$ cat config.mk
export PLATFORM = sky130hd
export DESIGN_NAME = aclink_modem_slots
export DESIGN_NICKNAME = d
export VERILOG_FILES = /design/src/verilog/aclink_modem_pkg.sv /design/src/verilog/aclink_modem_slots.sv
export SDC_FILE = /design/constraint.sdc
export NUM_CORES = 2
export LEC_CHECK = 0
export BUFFER_PORTS_ARGS = -buffer_cell sky130_fd_sc_hd__buf_2
export CELL_PAD_IN_SITES_DETAIL_PLACEMENT = 1
export CELL_PAD_IN_SITES_GLOBAL_PLACEMENT = 1
export CORE_MARGIN = 2
export CORE_UTILIZATION = 40
export DETAILED_ROUTE_END_ITERATION = 8
export PLACE_DENSITY = 0.65
export SETUP_SLACK_MARGIN = 0.5
export SYNTH_ARGS = -nofsm -noshare
export SYNTH_HDL_FRONTEND = slang
export SYNTH_SLANG_ARGS = --single-unit
$ cat constraint.sdc
create_clock -name aclk -period 3.6 [get_ports aclk]
set_clock_uncertainty 0.15 [all_clocks]
set_input_delay 0.72 -clock aclk [delete_from_list [all_inputs] [get_ports aclk]]
set_output_delay 0.72 -clock aclk [all_outputs]
set_load 0.05 [all_outputs]
$ cat src/verilog/aclink_modem_pkg.sv
package aclink_modem_pkg;
  // ----------------------------------------------------------------
  // frame geometry
  // ----------------------------------------------------------------
  localparam int unsigned TAG_BITS      = 16;            // slot 0 length
  localparam int unsigned SLOT_BITS     = 20;            // data slot length
  localparam int unsigned FRAME_BITS    = 256;           // bits per frame
  localparam logic [8:0]  SLOT1_START   = 9'h010;        // first bit of slot 1
  localparam logic [8:0]  SLOT2_START   = 9'h024;        // first bit of slot 2
  localparam logic [8:0]  SLOT5_START   = 9'h060;        // first bit of slot 5
  localparam logic [8:0]  SLOT12_START  = 9'h0EC;        // first bit of slot 12
  // ----------------------------------------------------------------
  // slot 0 tag bit positions
  // ----------------------------------------------------------------
  localparam int unsigned TAG_FRAME     = 15;            // frame valid / ready
  localparam int unsigned TAG_SLOT1     = 14;            // slot 1 valid
  localparam int unsigned TAG_SLOT2     = 13;            // slot 2 valid
  localparam int unsigned TAG_SLOT5     = 10;            // slot 5 valid
  localparam int unsigned TAG_SLOT12    = 3;             // slot 12 valid
  // ----------------------------------------------------------------
  // slot 1 / 2 field positions
  // ----------------------------------------------------------------
  localparam int unsigned CMD_RW        = 19;            // 1 read, 0 write
  localparam int unsigned CMD_IDX_HI    = 18;            // index msb
  localparam int unsigned REQ_LINE1     = 9;             // line 1 request bit
  localparam int unsigned REQ_LINE2     = 4;             // line 2 request bit
  // ----------------------------------------------------------------
  // codec register indices (7-bit byte address)
  // ----------------------------------------------------------------
  localparam logic [6:0]  REG_POWER     = 7'h3E;         // modem power down
  localparam logic [6:0]  REG_LINK      = 7'h56;         // link halt control
  localparam int unsigned PD_ADC_A      = 10;            // adc_powerdown_a
  localparam int unsigned PD_DAC_A      = 11;            // dac_powerdown_a
  localparam int unsigned PD_ADC_B      = 12;            // adc_powerdown_b
  localparam int unsigned PD_DAC_B      = 13;            // dac_powerdown_b
  localparam int unsigned LINK_HALT     = 12;            // link_halt_request
  localparam logic [15:0] REG_RESET_VAL = 16'h0000;      // register reset value
  localparam logic [1:0]  SEC_CODEC_ID  = 2'h1;          // secondary id
  // ----------------------------------------------------------------
  // axi register map
  // ----------------------------------------------------------------
  localparam logic [7:0]  AXI_CTRL      = 8'h00;         // codec ready bit
  localparam logic [7:0]  AXI_STATUS    = 8'h04;         // line status
  localparam logic [7:0]  AXI_ADC       = 8'h08;         // adc sample in
  localparam logic [7:0]  AXI_DAC       = 8'h0C;         // last dac sample
  localparam logic [1:0]  RESP_OKAY     = 2'h0;          // axi okay
  localparam logic [1:0]  RESP_SLVERR   = 2'h2;          // axi slave error
endpackage : aclink_modem_pkg

$ cat src/verilog/aclink_modem_slots.sv
`timescale 1ns/1ps
module aclink_modem_slots
  import aclink_modem_pkg::*;
#(
  parameter int unsigned NUM_REGS = 64                   // register count
) (
  input  wire logic        aclk,                         // system clock
  input  wire logic        aresetn,                      // sync reset, low
  input  wire logic        bit_clk,                      // link bit clock
  input  wire logic        sync,                         // frame sync
  input  wire logic        sdata_out,                    // serial from ctrl
  output logic             sdata_in,                     // serial to ctrl
  output logic             line_off_hook,                // slot 12 bit 0
  output logic             caller_info_path_enable,      // slot 12 bit 2
  output logic             line_iface_interrupt,         // slot 12 bit 7
  output logic             gp_pin_a_out,                 // gpio a level
  output logic             gp_pin_a_oe_n,                // gpio a drive, low
  output logic             gp_pin_b_out,                 // gpio b level
  output logic             gp_pin_b_oe_n,                // gpio b drive, low
  input  wire logic        gp_pin_a_in,                  // gpio a pin
  input  wire logic        gp_pin_b_in,                  // gpio b pin
  input  wire logic        ring_detected,                // slot 12 bit 1
  input  wire logic        loop_current_delta,           // slot 12 bit 3
  input  wire logic        loop_current_overload,        // slot 12 bit 6
  input  wire logic        line_side_frame_detect,       // optional bit 1
  input  wire logic [7:0]  s_axi_awaddr,
  input  wire logic        s_axi_awvalid,
  output logic             s_axi_awready,
  input  wire logic [31:0] s_axi_wdata,
  input  wire logic [3:0]  s_axi_wstrb,
  input  wire logic        s_axi_wvalid,
  output logic             s_axi_wready,
  output logic [1:0]       s_axi_bresp,
  output logic             s_axi_bvalid,
  input  wire logic        s_axi_bready,
  input  wire logic [7:0]  s_axi_araddr,
  input  wire logic        s_axi_arvalid,
  output logic             s_axi_arready,
  output logic [31:0]      s_axi_rdata,
  output logic [1:0]       s_axi_rresp,
  output logic             s_axi_rvalid,
  input  wire logic        s_axi_rready
);
  // ----------------------------------------------------------------
  // pin synchronisers
  // ----------------------------------------------------------------
  logic [2:0] clk_sr;                                    // bit clock stages
  logic [2:0] sync_sr;                                   // frame sync stages
  logic [2:0] sdo_sr;                                    // serial data stages
  logic [2:0] gpa_sr;                                    // gpio a stages
  logic [2:0] gpb_sr;                                    // gpio b stages
  logic       clk_lvl;                                   // filtered bit clock
  logic       sync_lvl;                                  // filtered sync
  logic       sdo_lvl;                                   // filtered data
  logic       gpa_lvl;                                   // filtered gpio a
  logic       gpb_lvl;                                   // filtered gpio b
  logic [11:0] line_sr;                                  // line status pins, three stages of four
  logic [3:0]  line_lvl;                                 // filtered ring, delta, overload, detect

  // three stages, a change counts once stages two and three agree
  always_ff @(posedge aclk) begin
    if (!aresetn) begin
      clk_sr   <= 3'h0;
      sync_sr  <= 3'h0;
      sdo_sr   <= 3'h0;
      gpa_sr   <= 3'h0;
      gpb_sr   <= 3'h0;
      clk_lvl  <= 1'b0;
      sync_lvl <= 1'b0;
      sdo_lvl  <= 1'b0;
      gpa_lvl  <= 1'b0;
      gpb_lvl  <= 1'b0;
      line_sr  <= 12'h000;
      line_lvl <= 4'h0;
    end else begin
      clk_sr  <= {clk_sr[1:0], bit_clk};
      sync_sr <= {sync_sr[1:0], sync};
      sdo_sr  <= {sdo_sr[1:0], sdata_out};
      gpa_sr  <= {gpa_sr[1:0], gp_pin_a_in};
      gpb_sr  <= {gpb_sr[1:0], gp_pin_b_in};
      if (clk_sr[1] == clk_sr[2]) clk_lvl <= clk_sr[2];
      if (sync_sr[1] == sync_sr[2]) sync_lvl <= sync_sr[2];
      if (sdo_sr[1] == sdo_sr[2]) sdo_lvl <= sdo_sr[2];
      if (gpa_sr[1] == gpa_sr[2]) gpa_lvl <= gpa_sr[2];
      if (gpb_sr[1] == gpb_sr[2]) gpb_lvl <= gpb_sr[2];
      line_sr  <= {line_sr[7:0], line_side_frame_detect, loop_current_overload, loop_current_delta, ring_detected};
      line_lvl <= (line_sr[7:4] & line_sr[11:8]) | (line_lvl & (line_sr[7:4] | line_sr[11:8]));
    end
  end

  // edges of the filtered bit clock
  logic clk_prev;                                        // last clock level
  logic fall;                                            // sample point
  logic rise;                                            // launch point
  always_ff @(posedge aclk) begin
    if (!aresetn) clk_prev <= 1'b0;
    else          clk_prev <= clk_lvl;
  end
  assign fall = clk_prev & ~clk_lvl;
  assign rise = ~clk_prev & clk_lvl;

  // ----------------------------------------------------------------
  // receive framing
  // ----------------------------------------------------------------
  logic        sync_prev;                                // sync at last fall
  logic [8:0]  rx_pos;                                   // bit position
  logic        rx_run;                                   // frame seen
  logic        frame_start;                              // sync rise at fall
  logic [15:0] rx_tag;                                   // received slot 0
  logic [19:0] rx_sh;                                    // slot shifter
  logic [19:0] rx_cmd;                                   // latched slot 1
  logic        cmd_pend;                                 // command for next frame
  logic        cmd_rd;                                   // pending is a read
  logic [6:0]  cmd_idx;                                  // pending index
  logic [15:0] dac_sample;                               // last slot 5 sample
  logic [15:0] gp_ctrl;                                  // last slot 12 word
  logic        addressed;                                // frame is for us

  // sync rising seen on a falling bit clock edge starts a frame
  assign frame_start = fall & sync_lvl & ~sync_prev;
  assign addressed   = rx_tag[TAG_FRAME] && (rx_tag[1:0] == SEC_CODEC_ID);

  // position counter; bit 0 is first tag bit, sampled on next fall
  always_ff @(posedge aclk) begin
    if (!aresetn) begin
      sync_prev <= 1'b0;
      rx_pos    <= 9'h000;
      rx_run    <= 1'b0;
    end else if (fall) begin
      sync_prev <= sync_lvl;
      if (frame_start) begin
        rx_pos <= 9'h000;
        rx_run <= 1'b1;
      end else if (rx_run && rx_pos != 9'h1FF) begin
        rx_pos <= rx_pos + 9'h001;
      end
    end
  end

  // shift in serial data msb first, one bit per falling edge
  always_ff @(posedge aclk) begin
    if (!aresetn) begin
      rx_tag <= 16'h0000;
      rx_sh  <= 20'h00000;
    end else if (fall && rx_run && !frame_start) begin
      rx_sh <= {rx_sh[18:0], sdo_lvl};
      if (rx_pos < 9'(TAG_BITS)) rx_tag <= {rx_tag[14:0], sdo_lvl};
    end
  end

  // slot capture: slot N ends when position equals start + 20; slot 12 on its own last bit
  logic slot1_end, slot2_end, slot5_end, slot12_end;    // capture strobes
  assign slot1_end  = fall && rx_run && !frame_start && rx_pos == SLOT2_START;
  assign slot2_end  = fall && rx_run && !frame_start && rx_pos == SLOT2_START + 9'(SLOT_BITS);
  assign slot5_end  = fall && rx_run && !frame_start && rx_pos == SLOT5_START + 9'(SLOT_BITS);
  assign slot12_end = fall && rx_run && !frame_start && rx_pos == SLOT12_START + 9'(SLOT_BITS) - 9'h001;

  // ----------------------------------------------------------------
  // codec register file
  // ----------------------------------------------------------------
  logic [15:0] regs [NUM_REGS];                          // even registers
  logic        wr_go;                                    // write strobe
  assign wr_go = slot2_end && addressed && !rx_cmd[CMD_RW] && !rx_cmd[12];

  // each entry loads only on a completed, addressed write
  for (genvar i = 0; i < NUM_REGS; i++) begin : g_reg
    always_ff @(posedge aclk) begin
      if (!aresetn)                                     regs[i] <= REG_RESET_VAL;
      else if (wr_go && rx_cmd[18:13] == 6'(i))         regs[i] <= rx_sh[19:4];
    end
  end

  // command decode: latch slot 1, arm status for the next frame
  always_ff @(posedge aclk) begin
    if (!aresetn) begin
      rx_cmd   <= 20'h00000;
      cmd_pend <= 1'b0;
      cmd_rd   <= 1'b0;
      cmd_idx  <= 7'h00;
    end else begin
      if (slot1_end) rx_cmd <= rx_sh;
      if (frame_start) cmd_pend <= 1'b0;
      if (slot2_end && addressed) begin
        cmd_pend <= 1'b1;
        cmd_rd   <= rx_cmd[CMD_RW];
        cmd_idx  <= rx_cmd[18:12];
      end
    end
  end

  // slot 5 and slot 12 payload, only when tagged in a valid frame
  always_ff @(posedge aclk) begin
    if (!aresetn) begin
      dac_sample <= 16'h0000;
      gp_ctrl    <= 16'h0000;
    end else begin
      if (slot5_end && rx_tag[TAG_FRAME] && rx_tag[TAG_SLOT5]) dac_sample <= rx_sh[19:4];
      if (slot12_end && rx_tag[TAG_FRAME] && rx_tag[TAG_SLOT12]) gp_ctrl <= rx_sh[18:3]; // last bit not yet shifted
    end
  end

  // ----------------------------------------------------------------
  // transmit frame build
  // ----------------------------------------------------------------
  logic [15:0] pwr_reg;                                  // power down bits
  logic [15:0] link_reg;                                 // link control
  logic        codec_ready;                              // software ready
  logic        req_n;                                    // slot 5 request, low
  logic        adc_on;                                   // slot 5 tag
  logic [15:0] adc_sample;                               // sample to send
  logic [15:0] tx_tag;                                   // slot 0 out
  logic [19:0] tx_s1;                                    // slot 1 out
  logic [19:0] tx_s2;                                    // slot 2 out
  logic [19:0] tx_s5;                                    // slot 5 out
  logic [19:0] tx_s12;                                   // slot 12 out
  logic [7:0]  gp_prev;                                  // last inputs sent
  logic [7:0]  gp_now;                                   // current inputs
  logic        status_go;                                // answer this frame
  assign pwr_reg  = regs[REG_POWER[6:1]];
  assign link_reg = regs[REG_LINK[6:1]];
  assign gp_now   = {1'b0, line_lvl[2], gpb_lvl, gpa_lvl, line_lvl[1], 1'b0, line_lvl[0], 1'b0};

  // request decided at frame start; only halt withholds it, dac power down leaves it asserted
  always_comb begin
    if (link_reg[LINK_HALT])                           req_n = 1'b1;
    else if (pwr_reg[PD_DAC_A] || pwr_reg[PD_DAC_B])   req_n = 1'b0;
    else                                               req_n = 1'b0;
    adc_on = !(pwr_reg[PD_ADC_A] || pwr_reg[PD_ADC_B] || link_reg[LINK_HALT]);
  end

  // latch the outgoing frame at its start
  always_ff @(posedge aclk) begin
    if (!aresetn) begin
      tx_tag    <= 16'h0000;
      tx_s1     <= 20'h00000;
      tx_s2     <= 20'h00000;
      tx_s5     <= 20'h00000;
      tx_s12    <= 20'h00000;
      gp_prev   <= 8'h00;
      status_go <= 1'b0;
    end else if (frame_start) begin
      status_go <= cmd_pend;
      tx_tag    <= {codec_ready, cmd_pend, cmd_pend, 2'b00, codec_ready & adc_on, 6'h00,
                    codec_ready, 1'b0, 2'b00};
      tx_s1     <= cmd_pend ? {1'b0, cmd_idx, 2'b00, req_n, 4'hF, 1'b1, 4'h0}
                            : {10'h000, req_n, 4'hF, 1'b1, 4'h0};
      tx_s2     <= (cmd_pend && cmd_rd && !cmd_idx[0]) ? {regs[cmd_idx[6:1]], 4'h0} : 20'h00000;
      tx_s5     <= adc_on ? {adc_sample, 4'h0} : 20'h00000;
      tx_s12    <= {8'h00, gp_now, 2'b00, line_lvl[3], gp_now != gp_prev};
      gp_prev   <= gp_now;
    end
  end

  // serialiser: bit k of the frame driven on the rising edge after fall k-1
  always_ff @(posedge aclk) begin
    if (!aresetn) begin
      sdata_in <= 1'b0;
    end else if (rise && rx_run) begin
      if (rx_pos < SLOT1_START)                          sdata_in <= tx_tag[4'(15 - rx_pos)];
      else if (rx_pos < SLOT2_START)                     sdata_in <= tx_s1[5'(SLOT2_START - 9'h001 - rx_pos)];
      else if (rx_pos < SLOT2_START + 9'(SLOT_BITS))     sdata_in <= tx_s2[5'(SLOT2_START + 9'h013 - rx_pos)];
      else if (rx_pos >= SLOT5_START && rx_pos < SLOT5_START + 9'(SLOT_BITS))
                                                         sdata_in <= tx_s5[5'(SLOT5_START + 9'h013 - rx_pos)];
      else if (rx_pos >= SLOT12_START && rx_pos < SLOT12_START + 9'(SLOT_BITS))
                                                         sdata_in <= tx_s12[5'(SLOT12_START + 9'h013 - rx_pos)];
      else                                               sdata_in <= 1'b0;
    end
  end

  // ----------------------------------------------------------------
  // line interface outputs from slot 12
  // ----------------------------------------------------------------
  always_ff @(posedge aclk) begin
    if (!aresetn) begin
      line_off_hook           <= 1'b0;
      caller_info_path_enable <= 1'b0;
      line_iface_interrupt    <= 1'b0;
      gp_pin_a_out            <= 1'b0;
      gp_pin_b_out            <= 1'b0;
      gp_pin_a_oe_n           <= 1'b1;
      gp_pin_b_oe_n           <= 1'b1;
    end else begin
      line_off_hook           <= gp_ctrl[0];
      caller_info_path_enable <= gp_ctrl[2];
      line_iface_interrupt    <= gp_ctrl[7];
      gp_pin_a_out            <= gp_ctrl[4];
      gp_pin_b_out            <= gp_ctrl[5];
      gp_pin_a_oe_n           <= ~gp_ctrl[12];
      gp_pin_b_oe_n           <= ~gp_ctrl[13];
    end
  end

  // ----------------------------------------------------------------
  // axi4-lite slave
  // ----------------------------------------------------------------
  logic       aw_held;                                   // address taken
  logic       w_held;                                    // data taken
  logic [7:0] aw_addr;                                   // held address
  logic [31:0] w_data;                                   // held data
  logic [3:0]  w_strb;                                   // held strobes

  // write channel: take address and data in either order
  always_ff @(posedge aclk) begin
    if (!aresetn) begin
      aw_held <= 1'b0;
      w_held  <= 1'b0;
      aw_addr <= 8'h00;
      w_data  <= 32'h00000000;
      w_strb  <= 4'h0;
      s_axi_awready <= 1'b0;
      s_axi_wready  <= 1'b0;
      s_axi_bvalid  <= 1'b0;
      s_axi_bresp   <= RESP_OKAY;
      codec_ready   <= 1'b0;
      adc_sample    <= 16'h0000;
    end else begin
      s_axi_awready <= !aw_held && !s_axi_awready && !s_axi_bvalid && s_axi_awvalid;
      s_axi_wready  <= !w_held && !s_axi_wready && !s_axi_bvalid && s_axi_wvalid;
      if (s_axi_awvalid && s_axi_awready) begin
        aw_held <= 1'b1;
        aw_addr <= s_axi_awaddr;
      end
      if (s_axi_wvalid && s_axi_wready) begin
        w_held <= 1'b1;
        w_data <= s_axi_wdata;
        w_strb <= s_axi_wstrb;
      end
      if (aw_held && w_held && !s_axi_bvalid) begin
        aw_held      <= 1'b0;
        w_held       <= 1'b0;
        s_axi_bvalid <= 1'b1;
        s_axi_bresp  <= RESP_OKAY;
        if (aw_addr == AXI_CTRL) begin
          if (w_strb[0]) codec_ready <= w_data[0];
        end else if (aw_addr == AXI_ADC) begin
          if (w_strb[0]) adc_sample[7:0]  <= w_data[7:0];
          if (w_strb[1]) adc_sample[15:8] <= w_data[15:8];
        end else if (aw_addr != AXI_STATUS && aw_addr != AXI_DAC) begin
          s_axi_bresp <= RESP_SLVERR;
        end
      end else if (s_axi_bvalid && s_axi_bready) begin
        s_axi_bvalid <= 1'b0;
      end
    end
  end

  // read channel: one cycle to answer
  always_ff @(posedge aclk) begin
    if (!aresetn) begin
      s_axi_arready <= 1'b0;
      s_axi_rvalid  <= 1'b0;
      s_axi_rdata   <= 32'h00000000;
      s_axi_rresp   <= RESP_OKAY;
    end else begin
      s_axi_arready <= !s_axi_arready && !s_axi_rvalid && s_axi_arvalid;
      if (s_axi_arvalid && s_axi_arready) begin
        s_axi_rvalid <= 1'b1;
        s_axi_rresp  <= RESP_OKAY;
        if (s_axi_araddr == AXI_CTRL)        s_axi_rdata <= {31'h00000000, codec_ready};
        else if (s_axi_araddr == AXI_STATUS) s_axi_rdata <= {24'h000000, status_go, req_n, adc_on, rx_run,
                                                             gp_ctrl[2], gp_ctrl[0], gp_ctrl[7], rx_tag[TAG_FRAME]};
        else if (s_axi_araddr == AXI_ADC)    s_axi_rdata <= {16'h0000, adc_sample};
        else if (s_axi_araddr == AXI_DAC)    s_axi_rdata <= {16'h0000, dac_sample};
        else begin
          s_axi_rdata <= 32'h00000000;
          s_axi_rresp <= RESP_SLVERR;
        end
      end else if (s_axi_rvalid && s_axi_rready) begin
        s_axi_rvalid <= 1'b0;
      end
    end
  end
endmodule : aclink_modem_slots

==> run_results.csv <==
group,metric,value,unit
synth,ys_dominant_reg_cell,"edfxtp_1",
synth,synth-seq-cells,1281,
flow_run,cap_viol_max_count,0,
final_layout,regArea,0.03593,sq mm
floorplan,num_io_pins,117,
power_and_ir_drop,p_per_area,490.2,mW/mm^2
critical_path,path_cells,"buf_12 > mux4_2 > mux4_2 > o21ai_0 > nand3_1",
power_and_ir_drop,p_total,32.00,mW
power_and_ir_drop,clkPwrFrac,44.6,%
clocking,cts_buffers,144,
global_route,grt_max_degree,116,
final_layout,num-fill-cells,14278,
global_route,overflow,0,
floorplan,row_count,139,
detailed_routing,drc,0,
synth,synth_top_area_cell,"edfxtp_1",
final_layout,multiInputGateArea,0.02004,sq mm
critical_path,r2r_setup_slack,0.56,ns
timing,holdWs,0.05470,ns
critical_path,endpoint_kind,"register",
timing,fmax,328.5,MHz
timing,slew_headroom,13.98,%
synth,muxShareOfSynthArea,12.11,%
synth,synth_edf_count,1024,
power_and_ir_drop,internal_power,25.08,mW
synth,synth-compound-area-share,4.857,%
clocking,clock_latency,0.79,ns
timing,timing.final.hold_violations,0,
timing,setup_viol_count_final,0,
detailed_routing,dr.pass1.iters,5,
global_route,grt_pass1_vias,35773,
place,routabilityCongestion,0.8621,
synth,yosys.area_share.simple,17.17,%
synth,synth_cell_types,67,
detailed_routing,avgRoutedWirePerCell,26.70,microns
global_route,grt.total_usage,22.87,%
floorplan,dieArea,0.1469,sq mm
timing,period_share,84.55,%
power_and_ir_drop,p_comb_share,3.1,%
global_route,antenna_found_initial,9,
place,pre_cts_slack,0.2624,ns
timing,slew_violations,0,
synth,synth_xor_area_share,0.1827,%
final_layout,synthToLayoutAreaGrowth,13.49,%
final_layout,post_route_cells_drive_above_1_share,19.27,%
critical_path,path_max_fanout,32,
synth,yosysSeqAreaShare,62.40,%
synth,syn_inst,4153,
critical_path,crit_arrival,3.53,ns
clocking,clk_pin_slew,0.06,ns
power_and_ir_drop,peakVddDrop,0.3445,mV
synth,synth_fa_ha_area_share,0.2393,%
floorplan,core_area,0.1431,sq mm
synth,syn_area_per_cell,13.85,sq um
synth,synth_top_area_share,53.46,%
timing,fin_ws,0.5561,ns
timing,setup_tns,0,ns
global_route,grt_pass1_wl,245500,microns
detailed_routing,ant_nets,0,
detailed_routing,viasPerCell,5.487,
synth,async_reset_ff_share,0,%
power_and_ir_drop,power_leakage,21.72,nW
timing,rsz0062_at_grt,"no",
power_and_ir_drop,p_sw,6.926,mW
clocking,clkSinkCount,1281,
clocking,cts_tree,"yes",
critical_path,crit_path_start_kind,"register",
floorplan,die_w,383.2,microns
critical_path,crit_slowest_cell,"mux4_2",
detailed_routing,drtIter0Drc,3117,
place,io_buffers,80,
critical_path,slowest_delay,0.64,ns
critical_path,critPathKind,"register to register",
critical_path,critical_path.top_delay_family,"multiplexers",
critical_path,crit_required,4.09,ns
worst_hold_path,hold_class,"input pin to register",
clocking,cts_buffer_depth,3,
detailed_routing,drt-total-wl,167100,microns
synth,yosys_warnings,0,
status,status,"completed",
clocking,cts_root_buf,"clkbuf_16",
clocking,cts_max_level,4,
floorplan,start_util,40.19,%
critical_path,cp_common_cell,"mux4_2",
timing,period_needed,3.044,ns
final_layout,finish.net_count,4320,
final_layout,layout_commonest_cell,"and2_1",
synth,synth_top_family_by_area,"simple AND/OR/NAND/NOR gates",
synth,synth_area_leaders,"edfxtp_1 (53%), and2_1 (12%), mux4_2 (9.7%)",
place,hpwl,104900,microns
floorplan,die_h,383.2,microns
synth,syn_area,0.05752,sq mm
timing,tightest_slew,1.290,ns
critical_path,critPathBufInv,1,
detailed_routing,vias,34344,
power_and_ir_drop,p_seq_share,52.2,%
final_layout,layout_common_cells,"and2_1 (1,077), edfxtp_1 (1,024), nand2_1 (312)",
power_and_ir_drop,swShare,21.64,%
logic make-up after synthesis:
family | Yosys count
AND/OR/NAND/NOR | 1669
flip-flops | 1281
AO/OA/AOI/OAI | 416
multiplexers | 384
buffers and inverters | 379
XOR/XNOR | 12
adder cells (fa/ha/maj) | 11
other | 1
metal layers:
metal / wire length, microns / track usage (%)
met5: 0 / 0
met4: 5315 / 7.743
met3: 9631 / 3.550
met2: 81400 / 37.74
met1: 70750 / 30.80
power by group through the flow:
| stage | clock, mW | combinational [mW] | sequential [mW] |
|---|---|---|---|
| floorplan | 0 | 0.572 | 17.0 |
| global placement | 0 | 0.985 | 17.0 |
| CTS | 14.6 | 1.02 | 16.7 |
| finish | 14.3 | 1.00 | 16.7 |
| detailed placement | 0 | 0.996 | 17.0 |
| global route | 15.1 | 1.06 | 16.8 |
worst paths after layout:
| kind | start | endpoint | cells past startpoint |
|---|---|---|---|
| max | register | tx_s2[19]$_SDFFE_PN0N_ | 5 |
| min | s_axi_wdata[12] | w_data[12]$_SDFFE_PN0P_ | 3 |
| max reg2reg | register | tx_s2[19]$_SDFFE_PN0N_ | 5 |
| min reg2reg | gp_ctrl[13]$_SDFFE_PN0P_ | gp_pin_b_oe_n$_SDFF_PN1_ | 1 |
per-stage QoR:
stage               area (sq um)  std cells  utilization [%]
finish                     65280       6259            45.61
global route               65280       6257            45.61
CTS                        65250       6257            45.59
detailed placement         60520       5976            42.28
global placement           60520       5976            42.28
floorplan                  57580       4170                -
cell type report:
| cell class | instances | share of cell area, % |
|---|---|---|
| flip-flops and latches | 1281 | 55.03 |
| repair buffers | 295 | 3.659 |
| diodes | 2 | 0.007667 |
| clock inverters | 63 | 0.8318 |
| inverters | 9 | 0.05175 |
| multi-input cells | 2510 | 30.70 |
| clock buffers | 196 | 6.072 |
| well taps | 1903 | 3.647 |
Yosys cell counts (all sizes together) (6+ instances only):
library cell	instances
a211oi	12
a21boi	111
a21oi	30
a221oi	12
a22o	24
a22oi	43
a31oi	8
and2	1078
and3	11
buf	155
clkbuf	215
dfxtp	257
edfxtp	1024
ha	11
inv	9
mux2	6
mux2i	129
mux4	249
nand2	313
nand2b	20
nand3	51
nor2	106
nor2b	39
nor3	13
nor4	9
o21ai	123
o221ai	7
o22ai	20
o311a	7
xor2	8
worst register-to-register path: cells and delay by family (launching register included):
family / cells / cell delay (ns)
AOI/OAI and AO/OA: 1 / 0.58
and+or+nand+nor: 1 / 0.15
DFF: 1 / 0.55
buffers and inverters: 1 / 0.34
muxes: 2 / 1.14
registers in the layout, indices dropped and copies added (netlist names), 8 cells and up, named ones only:
signal,count
rx_tag,16
rx_cmd,8
regs,1024
w_data,16
rx_sh,20
aw_addr,8
tx_s2,16
tx_s1,9
line_sr,12
dac_sample,16
rx_pos,9
tx_s5,16
s_axi_rdata,16
adc_sample,16
repair_timing:
item,4_1_cts,5_1_grt
setup buffers,0,0
endpoints found under the setup margin,459,1524
gates resized for setup,2,7
pin swaps,1,1
hold buffers,22,0
hold endpoints to repair,22,0
Power figures use the tool's default switching activity.
